<file path="src/inc/tlbt_pkg.sv">
// Shared constants and types for the translation buffer test access block
// Summary of operation
// - Only privileged moves or real mode reach registers
// - Thirty-two entries, four ways, eight lines
// - Entry holds 24-bit tag, 20-bit data
// - Tag: linear page, valid, three attributes
// - Data holds physical page of linear page
// - Control register forms tag for every operation
// - Test write stores data register page
// - Test lookup loads entry data into data register
// - Data bits 31:12 carry the physical page
// - Lookup reports prior history bits; write ignores
// - Lookup hit sets hit flag bit 4
// - Write with hit flag uses set field
// - Set field bits 3:2 pick written way
// - Lookup hit reports matching way in set field
// - Linear page searched; hit updates other fields
// - Write: valid bit 11 validates or invalidates
// - Attribute pairs match and write as true/complement
// - Command bit 0: one lookup, zero write
package tlbt_pkg;
	localparam int NUM_WAYS   = 4;
	localparam int NUM_LINES  = 8;
	localparam int IDX_W      = 3;
	localparam int PAGE_W     = 20;
	localparam int HIST_W     = 3;
	localparam int PAGE_LSB   = 12;
	localparam int PAGE_MSB   = 31;
	localparam int IDX_MSB    = 14;
	localparam int V_BIT      = 11;
	localparam int D_LSB      = 9;
	localparam int U_LSB      = 7;
	localparam int R_LSB      = 5;
	localparam int CMD_BIT    = 0;
	localparam int HIST_LSB   = 7;
	localparam int HIT_BIT    = 4;
	localparam int SET_LSB    = 2;
	localparam logic [31:0] CTRL_WMASK = 32'hffff_ffe1;
	localparam logic [31:0] DATA_WMASK = 32'hffff_f39c;
	localparam logic        SEL_CTRL   = 1'b0;
	localparam logic        SEL_DATA   = 1'b1;
	localparam logic [1:0]  PAIR_ONE   = 2'h2;
	localparam logic [1:0]  PAIR_ZERO  = 2'h1;
	localparam logic [1:0]  PRIV_TOP   = 2'h0;
	localparam int HB_PAIR    = 0;
	localparam int HB_LO      = 1;
	localparam int HB_HI      = 2;

	typedef enum logic {
		TLBT_IDLE,
		TLBT_EXEC
	} tlbt_state_t;

	typedef struct packed {
		logic              valid;
		logic [PAGE_W-1:0] lin;
		logic              dirty;
		logic              user;
		logic              rw;
		logic [PAGE_W-1:0] phys;
	} tlbt_entry_t;

	typedef struct packed {
		logic        wr;
		logic        rd;
		logic        sel;
		logic [1:0]  priv_level;
		logic        real_mode;
		logic [31:0] wdata;
	} tlbt_req_t;
endpackage : tlbt_pkg

</file>
<file path="src/design/tlbt_top.sv">
// Translation buffer with test control and test data registers
module tlbt_top (
	input  wire logic                clock_in,   // Core clock
	input  wire logic                resetn_in,  // Sync reset, low
	input  wire tlbt_pkg::tlbt_req_t req_in,     // Move request
	output logic [31:0]              rdata_out,  // Read data
	output logic                     rvalid_out, // Read data valid
	output logic                     fault_out,  // Unprivileged access
	output logic                     busy_out    // Operation running
);
	localparam int NW = tlbt_pkg::NUM_WAYS;

	typedef struct packed {
		tlbt_pkg::tlbt_state_t                               st;
		logic [31:0]                                         ctrl;
		logic [31:0]                                         data;
		logic [31:0]                                         rdata;
		logic                                                rvalid;
		logic                                                fault;
		logic [tlbt_pkg::NUM_LINES-1:0][tlbt_pkg::HIST_W-1:0] hist;
	} tlbt_top_state_t;

	tlbt_top_state_t s_q;
	tlbt_top_state_t s_d;

	logic [tlbt_pkg::IDX_W-1:0]  idx;
	logic [tlbt_pkg::PAGE_W-1:0] lin;
	logic [tlbt_pkg::HIST_W-1:0] hist_now;
	tlbt_pkg::tlbt_entry_t [NW-1:0] rd_ent;
	logic [NW-1:0]                  way_we;
	tlbt_pkg::tlbt_entry_t          wr_ent;
	logic [NW-1:0]                  hit;
	logic [NW-1:0][2:0]             attr_ok;
	logic [2:0]                     wbits;
	logic                           priv;
	logic                           hit_any;
	logic [1:0]                     hit_way;
	logic [1:0]                     wr_way;

	// Tag comes from the control register as it now stands
	assign lin      = s_q.ctrl[tlbt_pkg::PAGE_MSB:tlbt_pkg::PAGE_LSB];
	assign idx      = s_q.ctrl[tlbt_pkg::IDX_MSB:tlbt_pkg::PAGE_LSB];
	assign hist_now = s_q.hist[idx];
	assign priv     = req_in.real_mode | (req_in.priv_level == tlbt_pkg::PRIV_TOP);

	// Pseudo-LRU victim: bit0 says which pair was most recent
	function automatic logic [1:0] victim(input logic [tlbt_pkg::HIST_W-1:0] h);
		logic [1:0] v;
		if (h[tlbt_pkg::HB_PAIR]) begin
			v = h[tlbt_pkg::HB_HI] ? 2'h3 : 2'h2;
		end else begin
			v = h[tlbt_pkg::HB_LO] ? 2'h1 : 2'h0;
		end
		return v;
	endfunction : victim

	function automatic logic [tlbt_pkg::HIST_W-1:0] touch(
		input logic [tlbt_pkg::HIST_W-1:0] h,
		input logic [1:0]                  w
	);
		logic [tlbt_pkg::HIST_W-1:0] r;
		r = h;
		if (w < 2'h2) begin
			r[tlbt_pkg::HB_PAIR] = 1'b1;
			r[tlbt_pkg::HB_LO]   = (w == 2'h0);
		end else begin
			r[tlbt_pkg::HB_PAIR] = 1'b0;
			r[tlbt_pkg::HB_HI]   = (w == 2'h2);
		end
		return r;
	endfunction : touch

	genvar gw;
	genvar ga;
	generate
		for (gw = 0; gw < NW; gw++) begin : g_way
			tlbt_way u_way (
				.clock_in  (clock_in),
				.resetn_in (resetn_in),
				.idx_in    (idx),
				.we_in     (way_we[gw]),
				.entry_in  (wr_ent),
				.entry_out (rd_ent[gw])
			);
			for (ga = 0; ga < 3; ga++) begin : g_attr
				localparam int LSB = (ga == 0) ? tlbt_pkg::D_LSB :
				                     (ga == 1) ? tlbt_pkg::U_LSB : tlbt_pkg::R_LSB;
				logic sbit;
				assign sbit = (ga == 0) ? rd_ent[gw].dirty :
				              (ga == 1) ? rd_ent[gw].user : rd_ent[gw].rw;
				if (gw == 0) begin : g_wr
					tlbt_attr_pair u_pair (
						.pair_in   (s_q.ctrl[LSB+1:LSB]),
						.bit_in    (sbit),
						.match_out (attr_ok[gw][ga]),
						.wbit_out  (wbits[ga])
					);
				end else begin : g_rd
					tlbt_attr_pair u_pair (
						.pair_in   (s_q.ctrl[LSB+1:LSB]),
						.bit_in    (sbit),
						.match_out (attr_ok[gw][ga]),
						.wbit_out  ()
					);
				end
			end
			// Hit needs valid entry, equal page and all attributes accepted
			assign hit[gw] = rd_ent[gw].valid & (rd_ent[gw].lin == lin) & (&attr_ok[gw]);
		end
	endgenerate

	// Lowest matching way wins if several match
	always_comb begin
		hit_any = |hit;
		hit_way = 2'h0;
		for (int w = NW - 1; w >= 0; w--) begin
			if (hit[w]) begin
				hit_way = w[1:0];
			end
		end
	end

	// Destination way for a test write
	always_comb begin
		if (s_q.data[tlbt_pkg::HIT_BIT]) begin
			wr_way = s_q.data[tlbt_pkg::SET_LSB+1:tlbt_pkg::SET_LSB];
		end else begin
			wr_way = victim(hist_now);
		end
	end

	always_comb begin
		wr_ent       = '0;
		wr_ent.valid = s_q.ctrl[tlbt_pkg::V_BIT];
		wr_ent.lin   = lin;
		wr_ent.dirty = wbits[0];
		wr_ent.user  = wbits[1];
		wr_ent.rw    = wbits[2];
		wr_ent.phys  = s_q.data[tlbt_pkg::PAGE_MSB:tlbt_pkg::PAGE_LSB];
	end

	always_comb begin
		s_d        = s_q;
		s_d.rvalid = 1'b0;
		s_d.fault  = 1'b0;
		way_we     = '0;
		case (s_q.st)
			tlbt_pkg::TLBT_IDLE: begin
				if (req_in.wr | req_in.rd) begin
					if (!priv) begin
						s_d.fault = 1'b1;
					end else if (req_in.wr) begin
						// Reserved bits are dropped, so they read back as zero
						if (req_in.sel == tlbt_pkg::SEL_CTRL) begin
							s_d.ctrl = req_in.wdata & tlbt_pkg::CTRL_WMASK;
							s_d.st   = tlbt_pkg::TLBT_EXEC;
						end else begin
							s_d.data = req_in.wdata & tlbt_pkg::DATA_WMASK;
						end
					end else begin
						s_d.rdata  = (req_in.sel == tlbt_pkg::SEL_DATA) ? s_q.data : s_q.ctrl;
						s_d.rvalid = 1'b1;
					end
				end
			end
			tlbt_pkg::TLBT_EXEC: begin
				s_d.st = tlbt_pkg::TLBT_IDLE;
				if (s_q.ctrl[tlbt_pkg::CMD_BIT]) begin
					// Lookup
					s_d.data[tlbt_pkg::HIST_LSB+tlbt_pkg::HIST_W-1:tlbt_pkg::HIST_LSB] =
						hist_now;
					s_d.data[tlbt_pkg::HIT_BIT] = hit_any;
					if (hit_any) begin
						s_d.data[tlbt_pkg::PAGE_MSB:tlbt_pkg::PAGE_LSB] = rd_ent[hit_way].phys;
						s_d.data[tlbt_pkg::SET_LSB+1:tlbt_pkg::SET_LSB] = hit_way;
						s_d.ctrl[tlbt_pkg::V_BIT] = 1'b1;
						s_d.ctrl[tlbt_pkg::D_LSB+1:tlbt_pkg::D_LSB] =
							rd_ent[hit_way].dirty ? tlbt_pkg::PAIR_ONE : tlbt_pkg::PAIR_ZERO;
						s_d.ctrl[tlbt_pkg::U_LSB+1:tlbt_pkg::U_LSB] =
							rd_ent[hit_way].user ? tlbt_pkg::PAIR_ONE : tlbt_pkg::PAIR_ZERO;
						s_d.ctrl[tlbt_pkg::R_LSB+1:tlbt_pkg::R_LSB] =
							rd_ent[hit_way].rw ? tlbt_pkg::PAIR_ONE : tlbt_pkg::PAIR_ZERO;
						s_d.hist[idx] = touch(hist_now, hit_way);
					end
				end else begin
					// Write; history bits in the data register are ignored
					way_we[wr_way] = 1'b1;
					s_d.hist[idx]  = touch(hist_now, wr_way);
				end
			end
			default: begin
				s_d.st = tlbt_pkg::TLBT_IDLE;
			end
		endcase
	end

	always_ff @(posedge clock_in) begin
		if (!resetn_in) begin
			s_q <= '0;
		end else begin
			s_q <= s_d;
		end
	end

	assign rdata_out  = s_q.rdata;
	assign rvalid_out = s_q.rvalid;
	assign fault_out  = s_q.fault;
	assign busy_out   = (s_q.st == tlbt_pkg::TLBT_EXEC);
endmodule : tlbt_top

</file>
<file path="src/design/tlbt_attr_pair.sv">
// Attribute true/complement pair: lookup match and write value
module tlbt_attr_pair (
	input  wire logic [1:0] pair_in,   // Pair from control register
	input  wire logic       bit_in,    // Stored attribute bit
	output logic            match_out, // Pair accepts stored bit
	output logic            wbit_out   // Bit to store on write
);
	always_comb begin
		match_out = (pair_in[1] & bit_in) | (pair_in[0] & ~bit_in);
		wbit_out  = (pair_in == tlbt_pkg::PAIR_ONE);
	end
endmodule : tlbt_attr_pair

</file>
<file path="src/design/tlbt_way.sv">
// One way of the translation buffer: eight entries in flip-flops
module tlbt_way (
	input  wire logic                      clock_in,    // Core clock
	input  wire logic                      resetn_in,   // Sync reset, low
	input  wire logic [tlbt_pkg::IDX_W-1:0] idx_in,      // Line index
	input  wire logic                      we_in,       // Write entry
	input  wire tlbt_pkg::tlbt_entry_t     entry_in,    // Entry to write
	output tlbt_pkg::tlbt_entry_t          entry_out    // Entry at index
);
	typedef struct packed {
		tlbt_pkg::tlbt_entry_t [tlbt_pkg::NUM_LINES-1:0] ent;
	} tlbt_way_state_t;

	tlbt_way_state_t s_q;
	tlbt_way_state_t s_d;

	always_comb begin
		s_d = s_q;
		if (we_in) begin
			s_d.ent[idx_in] = entry_in;
		end
	end

	always_ff @(posedge clock_in) begin
		if (!resetn_in) begin
			s_q <= '0;
		end else begin
			s_q <= s_d;
		end
	end

	assign entry_out = s_q.ent[idx_in];
endmodule : tlbt_way

</file>
<file path="config.mk">
export PLATFORM = sky130hd
export DESIGN_NAME = tlbt_top
export DESIGN_NICKNAME = d
export VERILOG_FILES = /design/src/inc/tlbt_pkg.sv /design/src/design/tlbt_top.sv /design/src/design/tlbt_attr_pair.sv /design/src/design/tlbt_way.sv
export SDC_FILE = /design/constraint.sdc
export NUM_CORES = 2
export LEC_CHECK = 0
export ABC_AREA = 1
export BUFFER_PORTS_ARGS = -buffer_cell sky130_fd_sc_hd__buf_2
export CORE_MARGIN = 3
export CORE_UTILIZATION = 50
export CTS_CLUSTER_SIZE = 8
export DETAILED_ROUTE_END_ITERATION = 6
export PLACE_DENSITY_LB_ADDON = 0.3
export SKIP_LAST_GASP = 1
export SYNTH_ARGS = -nofsm -noshare
export SYNTH_HDL_FRONTEND = slang
export SYNTH_HIERARCHICAL = 1
export SYNTH_SLANG_ARGS = --single-unit
</file>
<file path="constraint.sdc">
create_clock -name clock_in -period 5.3 [get_ports clock_in]
set_clock_uncertainty 0.2 [all_clocks]
set_input_delay 0.265 -clock clock_in [delete_from_list [all_inputs] [get_ports clock_in]]
set_output_delay 0.265 -clock clock_in [all_outputs]
set_load 0.01 [all_outputs]
</file>
==> flow_metrics.py <==
metrics = {
    "status": {
        "status": "complete, but fails checks",
        "violations": "capacitance limit, slew limit",
    },
    "critical_path": {
        "critical_path_peak_fanout": 35,
        "startpoint": "idx[2]",
        "critPathMostFrequentCell": "nand2_1",
        "cp.arrival_ps": 5330,
        "cp_data_required_time_ps": 5860,
        "crit_path_cell_trace": "inv_2 > nor2_4 > buf_4 > nand3_1 > nand2_1 > inv_1 > nand2_1 > inv_1 > nand2_1 > nand2_1 > nor2_1 > nand2_1 > nor2_1 > nand3_4 > nand2_4 > inv_4 > nand2_4 > nand3_1 > nand2_1 > nand2_1 > a21oi_1",
        "cp-start-kind": "flop",
        "crit_path_max_incr_delay_ps": 840,
        "crit_type": "reg2reg",
        "path_buf_inv": 5,
        "slowest_stage": "dfxtp_4",
        "timing.rr.start": "idx[2]",
        "cp-end-kind": "flop",
        "cp_top_family": "simple AND/OR/NAND/NOR gates",
    },
    "clock_tree": {
        "cts_buffer_depth": 3,
        "cts_setup_buffers": 0,
        "insertion_delay_ps": 840,
        "hold_buffers": 53,
        "cts_resized": 0,
        "cts_root_buf": "clkbuf_16",
        "cts_sinks": 1520,
        "cts_max_level": 4,
        "cts_tree": "yes",
        "clk_pin_slew_ps": 60,
        "cts_buffers": 208,
    },
    "place": {
        "post-dp-hpwl_um": 164000,
        "gp_congestion": 0.949,
        "dp_slack_ps": 745,
        "io_buffers": 72,
    },
    "floorplanning": {
        "die_h_um": 391,
        "ios": 75,
        "row_count": 140,
        "coreArea_sq_um": 146000,
        "dieArea_sq_um": 153000,
        "start_util_pct": 50.6,
        "die_w_um": 391,
    },
    "synth": {
        "syn_nets": 12100,
        "syn_inst": 12000,
        "syn_avg_cell_area_sq_um": 6.16,
        "synth_warnings": 6,
        "netlist_area_sq_um": 74000,
    },
    "power": {
        "power.clock.fraction_pct": 47.0,
        "p_int_w": 0.0190,
        "pwr-share-seq_pct": 46.0,
        "power.total_w": 0.0254,
        "p_sw_w": 0.00641,
        "pwr_density_cell_nw_per_um2": 310,
        "peakVddDrop_uv": 357,
        "switching_share_pct": 25.2,
        "combPwrFrac_pct": 7.0,
        "p_leak_nw": 36.1,
    },
    "routing": {
        "wl_um": 269000,
        "drt-vias-per-instance": 5.44,
        "wl_per_cell_um": 19.6,
        "drc": 0,
        "vias": 74800,
        "dr.pass1.iters": 6,
        "ant_nets": 0,
        "drt-initial-drc-count": 8836,
    },
    "sta": {
        "layout_min_cycle_time_ps": 4780,
        "rsz0062_at_grt": "false",
        "setup_tns_ps": 0,
        "relSlewSlack_pct": -0.434,
        "setup_viol": 0,
        "maxSlewViolCount": 1,
        "finalWorstSetupSlack_ps": 524,
        "fmax_ghz": 0.209,
        "worstMarginPinSlew_ps": 1500,
        "hold_violations": 0,
        "min_period_over_period_pct": 90.1,
        "holdWs_ps": 112,
    },
    "grt": {
        "overflow": 0,
        "top_usage_layer": "met2",
        "grt_pass1_wl_um": 406000,
        "grt_max_degree": 250,
        "met3_usage_pct": 7.59,
        "antenna_found_initial": 16,
        "gr-usage-met1_pct": 46.1,
        "grt_pass1_vias": 68000,
        "met2_usage_pct": 50.6,
        "grtUsageTotal_pct": 34.2,
    },
    "cells_and_area": {
        "syn_to_final_growth_pct": 10.5,
        "nets": 11800,
        "layout-drive-gt1-share_pct": 6.19,
    },
    "job": {
        "maxCapViolations": 1,
    },
    "hold_path": {
        "hp-start": "req_in[34]",
        "hold_path.class": "in2reg",
    },
}
[worst min-delay path: cells and delay by family]
kind	cells	cell delay, ps
and+or+nand+nor	1	430
AOI/OAI and AO/OA	2	310
buffers and inverters	1	80
[power by group through the flow]
stage / sequential [W] / combinational, W / clock (W)
final: 0.0117 / 0.00177 / 0.0119
after global routing: 0.0117 / 0.00190 / 0.0125
after CTS: 0.0117 / 0.00171 / 0.0120
after detailed placement: 0.0119 / 0.00167 / 0
after global placement: 0.0119 / 0.00166 / 0
after floorplan: 0.0119 / 0.00102 / 0
[cell usage in the layout (no fill, tap or decap), types with 8 or more instances in the layout]
cell,instances
buf_4,201
inv_2,69
xor2_1,12
dlygate4sd3_1,53
dfxtp_1,1478
nor2_4,21
nand3b_1,11
buf_12,33
dfxtp_2,39
o31ai_1,8
inv_1,1071
o21ai_1,86
nand2_1,3341
nor2_1,2675
xnor2_1,15
nor3_1,19
clkbuf_16,213
clkinv_1,13
nand3_2,14
nand4_1,15
nand3_1,442
inv_6,8
nand2_2,22
a21oi_1,412
buf_2,71
a211oi_1,57
o21ai_0,1361
[state kept, by name, indices dropped and copies added, names as in the netlist]
name and count:
g_way.u_way/s_q 1408, idx 3, busy_out 1, rvalid_out 1
fault_out 1, lin 17, rdata_out 31, s_q 58
[cell type report]
type | count | area [sq um]
sequential | 1520 | 30500
tap | 1917 | 2400
multi-input combinational | 8549 | 35900
timing repair buffer | 359 | 3070
clock buffer | 219 | 5370
inverter | 1158 | 4370
antenna | 3 | 7.51
clock inverter | 11 | 145
fill | 14300 | 64700
[worst paths after layout]
| path | cells past startpoint | slack [ps] | endpoint |
|---|---|---|---|
| worst max-delay path | 21 | 520 | s_q[97] |
| worst max register to register | 21 | 520 | s_q[97] |
| worst min register to register | 2 | 260 | rdata_out[14] |
| worst min-delay path | 4 | 110 | rdata_out[7] |
[per-stage QoR]
stage / util, % / cell area [sq um] / std cells
2_1_floorplan: - / 74000 / 12000
3_3_place_gp: 51.7 / 75700 / 13500
3_5_place_dp: 51.7 / 75700 / 13500
4_1_cts: 55.8 / 81800 / 13700
5_1_grt: 55.8 / 81800 / 13700
6_report: 55.8 / 81800 / 13700
[routing by layer]
metal	vias to the layer above	share of wire, %
met5	-	0.064
met4	4	5.8
met3	693	11
met2	3609	42
met1	34100	42
li1	36400	-
Note: power is estimated with default switching activity, not from simulation.
